===== config.mk =====
export PLATFORM = sky130hd
export DESIGN_NAME = csl_loader
export DESIGN_NICKNAME = d
export VERILOG_FILES = /design/src/include/csl_pkg.sv /design/src/verilog/csl_loader.sv
export SDC_FILE = /design/constraint.sdc
export NUM_CORES = 1
export LEC_CHECK = 0
export BUFFER_PORTS_ARGS = -buffer_cell sky130_fd_sc_hd__buf_2
export CORE_UTILIZATION = 30
export DETAILED_ROUTE_END_ITERATION = 12
export GPL_TIMING_DRIVEN = 0
export HOLD_SLACK_MARGIN = 0.1
export SYNTH_ARGS = -nofsm -noshare
export SYNTH_HDL_FRONTEND = slang
export SYNTH_SLANG_ARGS = --single-unit

===== constraint.sdc =====
create_clock -name clock_i -period 1.3 [get_ports clock_i]
set_input_delay 0.13 -clock clock_i [delete_from_list [all_inputs] [get_ports clock_i]]
set_output_delay 0.13 -clock clock_i [all_outputs]
set_load 0.02 [all_outputs]

===== src/include/csl_pkg.sv =====
// constants for the serial configuration loader
package csl_pkg;

  // ==========================================
  // configuration word geometry
  localparam int CSL_WORD_BITS = 132;
  localparam int CSL_SYNC_STAGES = 3;

  // ==========================================
  // control bit positions
  localparam int CSL_BIT_OUT1_EN = 110;
  localparam int CSL_BIT_OUT2_EN = 111;
  localparam int CSL_BIT_PLL_RUN = 112;
  localparam int CSL_BIT_OUT3_EN = 129;

  // ==========================================
  // power-up word: outputs on, pll running, divider fields left zero here;
  // a real part ships its own divider pattern, replace as needed
  localparam logic [CSL_WORD_BITS-1:0] CSL_DEFAULT_WORD =
    (132'h1 << CSL_BIT_OUT1_EN) |
    (132'h1 << CSL_BIT_OUT2_EN) |
    (132'h1 << CSL_BIT_PLL_RUN) |
    (132'h1 << CSL_BIT_OUT3_EN);

  // ==========================================
  // values after reset of the pin filters (idle levels set by the pulls)
  localparam logic CSL_SCLK_IDLE = 1'b1;
  localparam logic CSL_LOAD_IDLE = 1'b0;
  localparam logic CSL_DATA_IDLE = 1'b1;
  localparam logic CSL_PDN_IDLE = 1'b1;

endpackage


===== src/verilog/csl_loader.sv =====
// serial configuration loader for a programmable clock synthesizer
`timescale 1ns/100ps
module csl_loader
(
  // clock and reset
  input wire logic clock_i,
  input wire logic rst_n_i,
  // serial programming pins
  input wire logic shift_clock_i,
  input wire logic serial_data_i,
  input wire logic load_strobe_i,
  // power-down pin, low powers down
  input wire logic power_down_n_i,
  // active configuration towards the synthesizer core
  output logic [csl_pkg::CSL_WORD_BITS-1:0] control_word_o,
  output logic first_output_enable_o,
  output logic second_output_enable_o,
  output logic third_output_enable_o,
  output logic synth_run_o
);
  import csl_pkg::*;

  // ==========================================
  // pin synchronisers: three stages; for sclk, load and pdn stage 2 and 3 must agree
  logic [CSL_SYNC_STAGES-1:0] sclk_sync;
  logic [CSL_SYNC_STAGES-1:0] data_sync;
  logic [CSL_SYNC_STAGES-1:0] load_sync;
  logic [CSL_SYNC_STAGES-1:0] pdn_sync;
  logic sclk_lvl;
  logic load_lvl;
  logic pdn_lvl;
  logic sclk_rise;
  logic [CSL_WORD_BITS-1:0] shift_reg;

  function automatic logic agreed(input logic [CSL_SYNC_STAGES-1:0] s, input logic held);
    agreed = (s[1] == s[2]) ? s[2] : held;
  endfunction

  always_ff @(posedge clock_i)
  begin
    if (!rst_n_i)
    begin
      sclk_sync <= {CSL_SYNC_STAGES{CSL_SCLK_IDLE}};
      data_sync <= {CSL_SYNC_STAGES{CSL_DATA_IDLE}};
      load_sync <= {CSL_SYNC_STAGES{CSL_LOAD_IDLE}};
      pdn_sync <= {CSL_SYNC_STAGES{CSL_PDN_IDLE}};
    end
    else
    begin
      sclk_sync <= {sclk_sync[1:0], shift_clock_i};
      data_sync <= {data_sync[1:0], serial_data_i};
      load_sync <= {load_sync[1:0], load_strobe_i};
      pdn_sync <= {pdn_sync[1:0], power_down_n_i};
    end
  end

  always_ff @(posedge clock_i)
  begin
    if (!rst_n_i)
    begin
      sclk_lvl <= CSL_SCLK_IDLE;
      load_lvl <= CSL_LOAD_IDLE;
      pdn_lvl <= CSL_PDN_IDLE;
    end
    else
    begin
      sclk_lvl <= agreed(sclk_sync, sclk_lvl);
      load_lvl <= agreed(load_sync, load_lvl);
      pdn_lvl <= agreed(pdn_sync, pdn_lvl);
    end
  end

  // filtered level is low, stages 2 and 3 agree high: one edge
  assign sclk_rise = !sclk_lvl && sclk_sync[1] && sclk_sync[2];

  // ==========================================
  // shift register; data stage 3 lines up with the clock decision
  always_ff @(posedge clock_i)
  begin
    if (!rst_n_i)
      shift_reg <= '0;
    else if (sclk_rise)
      shift_reg <= {shift_reg[CSL_WORD_BITS-2:0], data_sync[2]};
  end

  // ==========================================
  // active register; the whole word moves in one cycle, so divider
  // pairs never sit half old, half new (output-path glitches are the core's)
  always_ff @(posedge clock_i)
  begin
    if (!rst_n_i)
      control_word_o <= CSL_DEFAULT_WORD;
    else if (load_lvl)
      control_word_o <= shift_reg;
  end

  // enables and run state are separate flops; the enables load alongside the word, run is updated every cycle
  always_ff @(posedge clock_i)
  begin
    if (!rst_n_i)
    begin
      first_output_enable_o <= CSL_DEFAULT_WORD[CSL_BIT_OUT1_EN];
      second_output_enable_o <= CSL_DEFAULT_WORD[CSL_BIT_OUT2_EN];
      third_output_enable_o <= CSL_DEFAULT_WORD[CSL_BIT_OUT3_EN];
    end
    else if (load_lvl)
    begin
      first_output_enable_o <= shift_reg[CSL_BIT_OUT1_EN];
      second_output_enable_o <= shift_reg[CSL_BIT_OUT2_EN];
      third_output_enable_o <= shift_reg[CSL_BIT_OUT3_EN];
    end
  end

  // run needs both the pin and bit 112; loading never looks at either
  always_ff @(posedge clock_i)
  begin
    if (!rst_n_i)
      synth_run_o <= CSL_DEFAULT_WORD[CSL_BIT_PLL_RUN];
    else if (load_lvl)
      synth_run_o <= shift_reg[CSL_BIT_PLL_RUN] && pdn_lvl;
    else
      synth_run_o <= control_word_o[CSL_BIT_PLL_RUN] && pdn_lvl;
  end

  // ==========================================
  // checks
  shift_capture_a: assert property (@(posedge clock_i) disable iff (!rst_n_i)
    sclk_rise |=> shift_reg[0] == $past(data_sync[2]))
    else $error("serial bit not captured on shift edge");

  shift_order_a: assert property (@(posedge clock_i) disable iff (!rst_n_i)
    sclk_rise |=> shift_reg[CSL_WORD_BITS-1:1] == $past(shift_reg[CSL_WORD_BITS-2:0]))
    else $error("shift register did not move toward msb");

  shift_hold_a: assert property (@(posedge clock_i) disable iff (!rst_n_i)
    !sclk_rise |=> $stable(shift_reg))
    else $error("shift register moved without a shift edge");

  word_load_a: assert property (@(posedge clock_i) disable iff (!rst_n_i)
    load_lvl |=> control_word_o == $past(shift_reg))
    else $error("active word not loaded while strobe high");

  idle_keep_a: assert property (@(posedge clock_i) disable iff (!rst_n_i)
    !load_lvl |=> $stable(control_word_o))
    else $error("active word changed with strobe low");

  pdown_load_a: assert property (@(posedge clock_i) disable iff (!rst_n_i)
    (load_lvl && !synth_run_o) |=> control_word_o == $past(shift_reg))
    else $error("load refused during power-down");

  enable_map_a: assert property (@(posedge clock_i) disable iff (!rst_n_i)
    load_lvl |=> (first_output_enable_o == $past(shift_reg[CSL_BIT_OUT1_EN]))
      && (second_output_enable_o == $past(shift_reg[CSL_BIT_OUT2_EN]))
      && (third_output_enable_o == $past(shift_reg[CSL_BIT_OUT3_EN])))
    else $error("output enables do not follow loaded bits");

  run_gate_a: assert property (@(posedge clock_i) disable iff (!rst_n_i)
    !load_lvl ##1 !load_lvl |-> synth_run_o == ($past(control_word_o[CSL_BIT_PLL_RUN]) && $past(pdn_lvl)))
    else $error("run state does not follow bit 112 and pin");

  default_word_a: assert property (@(posedge clock_i)
    !rst_n_i |=> control_word_o == CSL_DEFAULT_WORD && synth_run_o)
    else $error("reset did not restore default word");

  single_edge_a: assert property (@(posedge clock_i) disable iff (!rst_n_i)
    sclk_rise |=> !sclk_rise)
    else $error("one shift clock edge counted twice");

  // a half-agreed pin must not move the filtered level, or one slow edge counts twice
  sclk_filter_a: assert property (@(posedge clock_i) disable iff (!rst_n_i)
    (sclk_sync[1] != sclk_sync[2]) |=> $stable(sclk_lvl))
    else $error("shift clock level moved before stages agreed");

  load_filter_a: assert property (@(posedge clock_i) disable iff (!rst_n_i)
    (load_sync[1] != load_sync[2]) |=> $stable(load_lvl))
    else $error("load level moved before stages agreed");

  pin_idle_a: assert property (@(posedge clock_i)
    !rst_n_i |=> sclk_lvl && !load_lvl)
    else $error("pin levels not idle after reset");

  enable_keep_a: assert property (@(posedge clock_i) disable iff (!rst_n_i)
    !load_lvl |=> $stable({first_output_enable_o, second_output_enable_o, third_output_enable_o}))
    else $error("output enables changed with strobe low");

  run_pin_a: assert property (@(posedge clock_i) disable iff (!rst_n_i)
    !pdn_lvl |=> !synth_run_o)
    else $error("run state high while power pin low");

  // ==========================================
  // scenarios worth seeing
  load_seen_c: cover property (@(posedge clock_i) disable iff (!rst_n_i)
    sclk_rise ##[1:40] load_lvl);

  pdown_load_c: cover property (@(posedge clock_i) disable iff (!rst_n_i)
    !synth_run_o && load_lvl);

  edges_back_c: cover property (@(posedge clock_i) disable iff (!rst_n_i)
    sclk_rise ##[2:8] sclk_rise ##[2:8] sclk_rise);

  run_off_c: cover property (@(posedge clock_i) disable iff (!rst_n_i)
    $fell(synth_run_o));

  run_back_c: cover property (@(posedge clock_i) disable iff (!rst_n_i)
    $rose(synth_run_o));

endmodule


After elaboration in Yosys (flattened, before gate mapping)
Cells that the tools add are included.

word-level totals
  register bits = 283
  word-level logic and storage cells = 22
  bits of input ports = 6

operators by class
  reductions and logical operators = 5
  equality and inequality tests = 3
  muxes and demuxes = 1

operator list
  kind               number
  logical AND 1 bit  4
  == test 1 bit      3
  logical NOT 1 bit  1
  2-to-1 mux 1 bit   1

Longest topological paths before layout
Gate-level depths: netlist (run 1).

  depth after elaboration = 3
  depth in mapped cells = 5
  gate-level depth less buffers = 2

Least setup slack after synthesis (run 1)
OpenSTA, ideal clock, no wires.

  path type = flip-flop to flip-flop
  start = register load_lvl
  end = register synth_run_o
  stages on the path, launching flop included = 6
  setup slack = 0.136 ns
  buffers on the path = 3
  period minus slack after synthesis = 1.164 ns
  setup time = 0.130 ns
  arrival time = 1.034 ns
  cells stage by stage = dfxtp_1 buf_2 buf_6 buf_6 mux2i_1 o21ai_1

on the way
  longest elaborated chain between the ends = 1

RTL lines
  what                    RTL line           text
  start, declared         csl_loader.sv:30   logic load_lvl;
  start signal, assigned  csl_loader.sv:68   load_lvl <= agreed(load_sync, load_lvl);
  2-to-1 mux 1 bit        csl_loader.sv:119  else if (load_lvl)
  end signal, assigned    csl_loader.sv:118  synth_run_o <= CSL_DEFAULT_WORD[CSL_BIT_PLL_RUN];
  end signal, assigned    csl_loader.sv:120  synth_run_o <= shift_reg[CSL_BIT_PLL_RUN] && pdn_lvl;
  end signal, assigned    csl_loader.sv:122  synth_run_o <= control_word_o[CSL_BIT_PLL_RUN] && pdn_lvl;
  end, declared           csl_loader.sv:19   output logic synth_run_o

No other way between the ends.
A chain may end at the register's enable or synchronous reset.

Final worst setup path (run 1)
  start = register sclk_lvl
  end = register shift_reg[60]

on the way
  longest elaborated chain between the ends = 3

RTL lines
  what                             RTL line          text
  start, declared                  csl_loader.sv:29  logic sclk_lvl;
  start signal, assigned           csl_loader.sv:67  sclk_lvl <= agreed(sclk_sync, sclk_lvl);
  logical NOT 1 bit                csl_loader.sv:74  assign sclk_rise = !sclk_lvl && sclk_sync[1] && sclk_sync[2];
  logical AND 1 bit (2 in series)  csl_loader.sv:74
  end signal, assigned             csl_loader.sv:83  shift_reg <= {shift_reg[CSL_WORD_BITS-2:0], data_sync[2]};
  end, declared                    csl_loader.sv:33  logic [CSL_WORD_BITS-1:0] shift_reg;

No other way between the ends.

==> out/summary.json, run 1 <==
{
  "stdcell_area": {"value": 12700, "unit": "um^2"},
  "syn_area": {"value": 10100, "unit": "um^2"},
  "finalSetupViolations": {"value": 0},
  "antenna_found_initial": {"value": 0},
  "timing.reg2reg.setup_slack": {"value": 80, "unit": "ps"},
  "floorplan.die_area": {"value": 34500, "unit": "um^2"},
  "buffer_ports.inserted": {"value": 140},
  "min_path_cells": {"value": 3},
  "number_of_global_route_vias_before_repair": {"value": 6527},
  "layout_common_cells": {"value": "sky130_fd_sc_hd__dfxtp_1 (277), sky130_fd_sc_hd__mux2i_1 (262), sky130_fd_sc_hd__buf_2 (152)"},
  "clock-root-buffer": {"value": "sky130_fd_sc_hd__clkbuf_16"},
  "finalPower": {"value": 18.2, "unit": "mW"},
  "relSlewSlack": {"value": 69.8, "unit": "%"},
  "cp_max_fo": {"value": 10},
  "hold_viol": {"value": 0},
  "fmax": {"value": 0.818, "unit": "GHz"},
  "tightest_slew": {"value": 453, "unit": "ps"},
  "clock_tree_from_tritoncts": {"value": "built"},
  "arrival": {"value": 1700, "unit": "ps"},
  "register_bit_total_from_synthesis": {"value": 280},
  "antenna_cells_inserted": {"value": 0},
  "finalNetCount": {"value": 1083},
  "drt_first_iter_violations": {"value": 193},
  "run_status": {"value": "complete, no violations"},
  "pin_count_of_the_biggest_net_entering_global_routing": {"value": 15},
  "vias_per_cell": {"value": 4.20},
  "clock_sink_count": {"value": 280},
  "reg2reg_from": {"value": "sclk_lvl"},
  "grt_pass1_wl": {"value": 34.2, "unit": "mm"},
  "finalCritPeriodShare": {"value": 94.0, "unit": "%"},
  "vdd.ir_drop.worst": {"value": 0.880, "unit": "mV"},
  "drcViolationCount": {"value": 0},
  "clockBufferDepth": {"value": 3},
  "routed_wl": {"value": 21.6, "unit": "mm"},
  "worst_ep_required_time": {"value": 1780, "unit": "ps"},
  "synth.lib_cells_used.distinct": {"value": 17},
  "synth_seq_area_share": {"value": 55.4, "unit": "%"},
  "postPlaceCellArea": {"value": 11400, "unit": "um^2"},
  "ant_nets": {"value": 0},
  "grt.total_usage": {"value": 12.5, "unit": "%"},
  "postSynthCellCount": {"value": 897},
  "power_density": {"value": 1430, "unit": "nW/um^2"},
  "fin_skew": {"value": 11.5, "unit": "ps"},
  "holdCritPathClass": {"value": "input port to register"},
  "firstDrtPassIters": {"value": 4},
  "areaGrowthSynthToFinish": {"value": 25.3, "unit": "%"},
  "pin_count": {"value": 142},
  "start_util": {"value": 30.8, "unit": "%"},
  "syn_area_per_cell": {"value": 11.3, "unit": "um^2"},
  "die-width": {"value": 186, "unit": "um"},
  "crit_start": {"value": "sclk_lvl"},
  "dp_hpwl": {"value": 14.6, "unit": "mm"},
  "multi_input_area": {"value": 4100, "unit": "um^2"},
  "timing.setup.critical_path_class": {"value": "register to register"},
  "worst_setup_path_end_kind": {"value": "register"},
  "cts-htree-levels": {"value": 1},
  "layout.area.seq": {"value": 5610, "unit": "um^2"},
  "cap_viol_max_count": {"value": 0},
  "worst_setup_hold_path_clk_slew": {"value": 60, "unit": "ps"},
  "worst_setup_path_endpoint": {"value": "shift_reg[60]"},
  "post_route_cells_drive_above_1_share": {"value": 22.5, "unit": "%"},
  "tritoncts.num_buffers": {"value": 31},
  "power.static_leakage": {"value": 5.56, "unit": "nW"},
  "layout.cells.most_common": {"value": "sky130_fd_sc_hd__dfxtp_1"},
  "placeableCoreArea": {"value": 32900, "unit": "um^2"},
  "detail_route.wl_per_cell": {"value": 14.0, "unit": "um"},
  "grt.overflow.total": {"value": 0},
  "num_vias": {"value": 6475},
  "die_height": {"value": 186, "unit": "um"},
  "rsz0062_at_grt": {"value": "no"},
  "layout_min_cycle_time": {"value": 1220, "unit": "ps"},
  "gpl.final_weighted_congestion": {"value": 0.699},
  "synth_nets": {"value": 903},
  "rows": {"value": 66},
  "maxSlewViolCount": {"value": 0},
  "timing.critical_path.from_type": {"value": "register"},
  "worstSkewPairLatency": {"value": 550, "unit": "ps"},
  "crit-reg2reg-capture": {"value": "shift_reg[60]"},
  "nFillCells": {"value": 3296},
  "worstRegToRegCells": {"value": 5},
  "synthesis.yosys.warnings": {"value": 0}
}
==> layer usage <==
layer  share of wire [%]  track usage (%)  vias up
met2                  45             20.4      105
met4                 2.2             4.00        0
met5                   0                0        -
met3                 5.3             3.15       38
li1                    -                -     3357
met1                  47             16.0     2975
==> critical path, cell delays in order (launching register included) <==
cell and delay [ps]:
sky130_fd_sc_hd__dfxtp_1 340, sky130_fd_sc_hd__nand3b_1 130, sky130_fd_sc_hd__buf_6 140, sky130_fd_sc_hd__buf_12 150, sky130_fd_sc_hd__buf_6 170, sky130_fd_sc_hd__mux2i_2 220
==> stage by stage <==
step	hold slack [ps]	utilization (%)	setup WS [ps]	TNS, ps	std cells
6_report	162	38.6	77.9	0	1541
5_1_grt	203	38.6	8.07	0	1541
4_1_cts	155	38.4	-13.8	-70.6	1541
3_5_place_dp	320	34.6	-262	-23880	1479
3_3_place_gp	316	34.6	-274	-23620	1479
2_1_floorplan	231	-	136	0	897
==> cell usage after synthesis <==
cell type | count | area (um^2)
sky130_fd_sc_hd__nand3b_1 | 1 | 7.51
sky130_fd_sc_hd__mux2i_1 | 264 | 2640
sky130_fd_sc_hd__inv_1 | 1 | 3.75
sky130_fd_sc_hd__buf_2 | 19 | 95.1
sky130_fd_sc_hd__nor2_1 | 2 | 7.51
sky130_fd_sc_hd__and2_1 | 3 | 18.8
sky130_fd_sc_hd__a21oi_1 | 2 | 10.0
sky130_fd_sc_hd__clkbuf_1 | 19 | 71.3
sky130_fd_sc_hd__a21boi_1 | 1 | 7.51
sky130_fd_sc_hd__o21ai_0 | 2 | 10.0
sky130_fd_sc_hd__o21ai_1 | 2 | 10.0
sky130_fd_sc_hd__nand2_1 | 138 | 518
sky130_fd_sc_hd__buf_4 | 9 | 67.6
sky130_fd_sc_hd__buf_6 | 17 | 191
sky130_fd_sc_hd__dfxtp_1 | 280 | 5610
sky130_fd_sc_hd__nor2b_1 | 128 | 801
sky130_fd_sc_hd__nand2b_1 | 9 | 56.3
==> area by class of cell <==
class | instances | area share, %
buffer | 61 | 3.67
clock buffer | 42 | 7.23
clock inverter | 13 | 1.46
inverter | 1 | 0.0296
multi-input combinational | 552 | 32.3
sequential | 280 | 44.3
tap | 442 | 4.36
timing repair buffer | 150 | 6.68
==> worst min path at each step <==
stage / start / slack [ps] / to
3_3_place_gp: power_down_n_i / 320 / pdn_sync[0]
4_1_cts: rst_n_i / 150 / control_word_o[110]
3_5_place_dp: shift_clock_i / 320 / sclk_sync[0]
5_1_grt: rst_n_i / 200 / control_word_o[129]
6_report: rst_n_i / 160 / control_word_o[112]
2_1_floorplan: serial_data_i / 230 / data_sync[0]
==> where the power goes <==
group          total, mW  internal (mW)  switching [mW]  leakage [nW]
clock               9.30           5.72            3.58         0.541
sequential          8.60           8.59         0.00621          2.26
combinational      0.291          0.117           0.174          2.77
total               18.2           14.4            3.76          5.56
==> cell families after synthesis <==
logic type,after synthesis,share of synthesized area (%)
mux,264,26.1
buf+inv,65,4.24
flops,280,55.4
compound gates,7,0.371
simple gates,281,13.9
==> repair_timing <==
item | CTS | global route
hold buffers | 4 | 0
resized for setup | 17 | 13
hold endpoints to repair | 4 | 0
setup buffers | 3 | 1
setup endpoints to repair | 156 | 107
gates cloned | 1 | 1
No activity file was read; power rests on OpenSTA's default activity.
==> run 2: changes to the inputs <==
--- a/config.mk
+++ b/config.mk
@@ -10,6 +10,7 @@
 export DETAILED_ROUTE_END_ITERATION = 12
 export GPL_TIMING_DRIVEN = 0
 export HOLD_SLACK_MARGIN = 0.1
+export MAX_ROUTING_LAYER = met4
 export SYNTH_ARGS = -nofsm -noshare
 export SYNTH_HDL_FRONTEND = slang
 export SYNTH_SLANG_ARGS = --single-unit
==> run 2 against run 1 <==
  * Sequential share of layout area about the same
  * Clock power about the same
  * Non-clock buffer count unchanged
  * Largest power group unchanged
==> out/summary.json, run 2 (same netlist as run 1, synthesis figures left out) <==
{
  "finish.utilization": {"value": 38.6, "unit": "%", "change": "about the same"},
  "post_route_cells_drive_above_1_share": {"value": 22.5, "unit": "%", "change": "unchanged"},
  "cts-htree-levels": {"value": 1, "change": "unchanged"},
  "worst_hold_startpoint": {"value": "rst_n_i"},
  "crit-reg2reg-capture": {"value": "shift_reg[60]"},
  "ant_nets": {"value": 0, "change": "unchanged"},
  "floorplan.die_area": {"value": 34500, "unit": "um^2", "change": "unchanged"},
  "power.static_leakage": {"value": 5.56, "unit": "nW", "change": "about the same"},
  "drt_first_iter_violations": {"value": 189, "change": "-2.1%"},
  "clock_sink_count": {"value": 280, "change": "unchanged"},
  "antenna_cells_inserted": {"value": 0, "change": "unchanged"},
  "layout.cells.most_common": {"value": "sky130_fd_sc_hd__dfxtp_1"},
  "antenna_found_initial": {"value": 0, "change": "unchanged"},
  "route.met2.wl": {"value": 9.78, "unit": "mm", "change": "+0.29%"},
  "finalWorstSetupSlack": {"value": 72.0, "unit": "ps", "change": "-5.90 ps"},
  "power_density": {"value": 1430, "unit": "nW/um^2", "change": "about the same"},
  "buffer_ports.inserted": {"value": 140, "change": "unchanged"},
  "critPathTopFamily": {"value": "flip-flops"},
  "detail_route.wirelength.met1": {"value": 10.2, "unit": "mm", "change": "-0.12%"},
  "finalCritPeriodShare": {"value": 94.5, "unit": "%", "change": "+0.45 points"},
  "cp_max_fo": {"value": 3, "change": "-7"},
  "relSlewSlack": {"value": 69.7, "unit": "%", "change": "-0.096 points"},
  "layout_common_cells": {"value": "sky130_fd_sc_hd__dfxtp_1 (277), sky130_fd_sc_hd__mux2i_1 (262), sky130_fd_sc_hd__buf_2 (151)"},
  "pin_count_of_the_biggest_net_entering_global_routing": {"value": 15, "change": "unchanged"},
  "finalSetupViolations": {"value": 0, "change": "unchanged"},
  "drcViolationCount": {"value": 0, "change": "unchanged"},
  "maxSlewViolCount": {"value": 0, "change": "unchanged"},
  "fin_setup_tns": {"value": 0, "unit": "ps", "change": "unchanged"},
  "preCtsSetupSlack": {"value": -262, "unit": "ps", "change": "unchanged"},
  "fin_skew": {"value": 12.5, "unit": "ps", "change": "+0.954 ps"},
  "timing.critical_path.cells": {"value": "buf_2"},
  "timing.reg2reg.setup_slack": {"value": 80, "unit": "ps", "change": "about the same"},
  "pin_count": {"value": 142, "change": "unchanged"},
  "critical-path-slowest-cell": {"value": "sky130_fd_sc_hd__dfxtp_2"},
  "die_height": {"value": 186, "unit": "um", "change": "unchanged"},
  "reg2reg_from": {"value": "sclk_lvl"},
  "rows": {"value": 66, "change": "unchanged"},
  "clock-root-buffer": {"value": "sky130_fd_sc_hd__clkbuf_16"},
  "worst_setup_hold_path_clk_slew": {"value": 60, "unit": "ps", "change": "about the same"},
  "grt_pass1_wl": {"value": 34.2, "unit": "mm", "change": "about the same"},
  "vdd.ir_drop.worst": {"value": 0.879, "unit": "mV", "change": "about the same"},
  "min_path_cells": {"value": 3, "change": "unchanged"},
  "layout_min_cycle_time": {"value": 1230, "unit": "ps", "change": "+5.90 ps"},
  "cap_viol_max_count": {"value": 0, "change": "unchanged"},
  "worst_setup_path_end_kind": {"value": "output port"},
  "wl_met3": {"value": 1.14, "unit": "mm", "change": "+0.35%"},
  "timing.setup.critical_path_class": {"value": "register to output port"},
  "clockBufferDepth": {"value": 3, "change": "unchanged"},
  "grt.total_usage": {"value": 12.8, "unit": "%", "change": "+0.36 points"},
  "number_of_global_route_vias_before_repair": {"value": 6537, "change": "+0.15%"},
  "holdPathEnd": {"value": "control_word_o[112]"},
  "die-width": {"value": 186, "unit": "um", "change": "unchanged"},
  "clock_tree_from_tritoncts": {"value": "built"},
  "rsz0062_at_grt": {"value": "no"},
  "hold_viol": {"value": 0, "change": "unchanged"},
  "worst_path_largest_cell_delay": {"value": 370, "unit": "ps", "change": "+30 ps"},
  "dp_hpwl": {"value": 14.6, "unit": "mm", "change": "unchanged"},
  "routed_wl": {"value": 21.6, "unit": "mm", "change": "about the same"},
  "run_status": {"value": "complete, no violations"},
  "vias_per_cell": {"value": 4.20, "change": "about the same"},
  "worstSkewPairLatency": {"value": 550, "unit": "ps", "change": "about the same"},
  "firstDrtPassIters": {"value": 4, "change": "unchanged"},
  "placeableCoreArea": {"value": 32900, "unit": "um^2", "change": "unchanged"},
  "tritoncts.num_buffers": {"value": 31, "change": "unchanged"},
  "finalNetCount": {"value": 1083, "change": "unchanged"},
  "worstRegToRegCells": {"value": 5, "change": "unchanged"},
  "num_vias": {"value": 6473, "change": "-0.031%"},
  "arrival": {"value": 1100, "unit": "ps", "change": "-600 ps"},
  "critical_path_buf_inv_count": {"value": 1, "change": "-2"},
  "holdCritPathClass": {"value": "input port to register"},
  "fmax": {"value": 0.814, "unit": "GHz", "change": "-0.48%"},
  "highest_metal_used": {"value": "met4"},
  "areaGrowthSynthToFinish": {"value": 25.3, "unit": "%", "change": "about the same"},
  "gpl.final_weighted_congestion": {"value": 0.707, "change": "+1.1%"},
  "detail_route.wl_per_cell": {"value": 14.0, "unit": "um", "change": "about the same"},
  "grt.overflow.total": {"value": 0, "change": "unchanged"},
  "tightest_slew": {"value": 455, "unit": "ps", "change": "+1.44 ps"},
  "start_util": {"value": 30.8, "unit": "%", "change": "unchanged"},
  "timing.critical_path.from_type": {"value": "register"},
  "worst_ep_required_time": {"value": 1170, "unit": "ps", "change": "-610 ps"}
}
-- run 2: worst max path at each step --
stage / to / depth (start not counted) / start / slack, ps
floorplan: synth_run_o / 5 / load_lvl / 140
global placement: synth_run_o / 5 / load_lvl / -270
detailed placement: synth_run_o / 5 / load_lvl / -260
CTS: shift_reg[117] / 5 / sclk_lvl / -10
global route: control_word_o[3] / 5 / load_lvl / 8
finish: third_output_enable_o / 1 / control_word_o[129] / 70
-- run 2: cell type report --
cell class	count	area, um^2
Fill cell	3296	20200
Sequential cell	280	5610
Multi-Input combinational cell	552	4100
Clock buffer	42	917
Timing Repair Buffer	150	847
Tap cell	442	553
Buffer	61	468
Clock inverter	13	185
Inverter	1	3.75
-- run 2: repair_timing --
item	4_1_cts	5_1_grt
gates resized for setup	17	14
setup endpoints to repair	156	108
pin swaps	0	0
hold endpoints to repair	4	0
gates cloned	1	1
buffers inserted	3	1
hold buffers	4	0
-- run 2: metal layers --
layer / vias up / track usage, %
li1: 3352 / -
met1: 2972 / 16.0
met2: 107 / 20.4
met3: 42 / 3.05
met4: 0 / 4.00
met5: - / -
-- run 2: report_power, final --
group / leakage, nW / internal, mW / switching [mW]
logic: 2.77 / 0.117 / 0.174
clock network: 0.541 / 5.72 / 3.59
registers: 2.26 / 8.59 / 0.00631
total: 5.56 / 14.4 / 3.77
-- run 2: per-stage QoR --
step | hold slack [ps] | power [mW] | cell area, um^2 | instances
after floorplan | 231 | 8.98 | 10100 | 897
after global placement | 316 | 9.08 | 11400 | 1479
after detailed placement | 320 | 9.08 | 11400 | 1479
after CTS | 155 | 18.5 | 12600 | 1541
after global routing | 203 | 18.9 | 12700 | 1541
final | 156 | 18.2 | 12700 | 1541
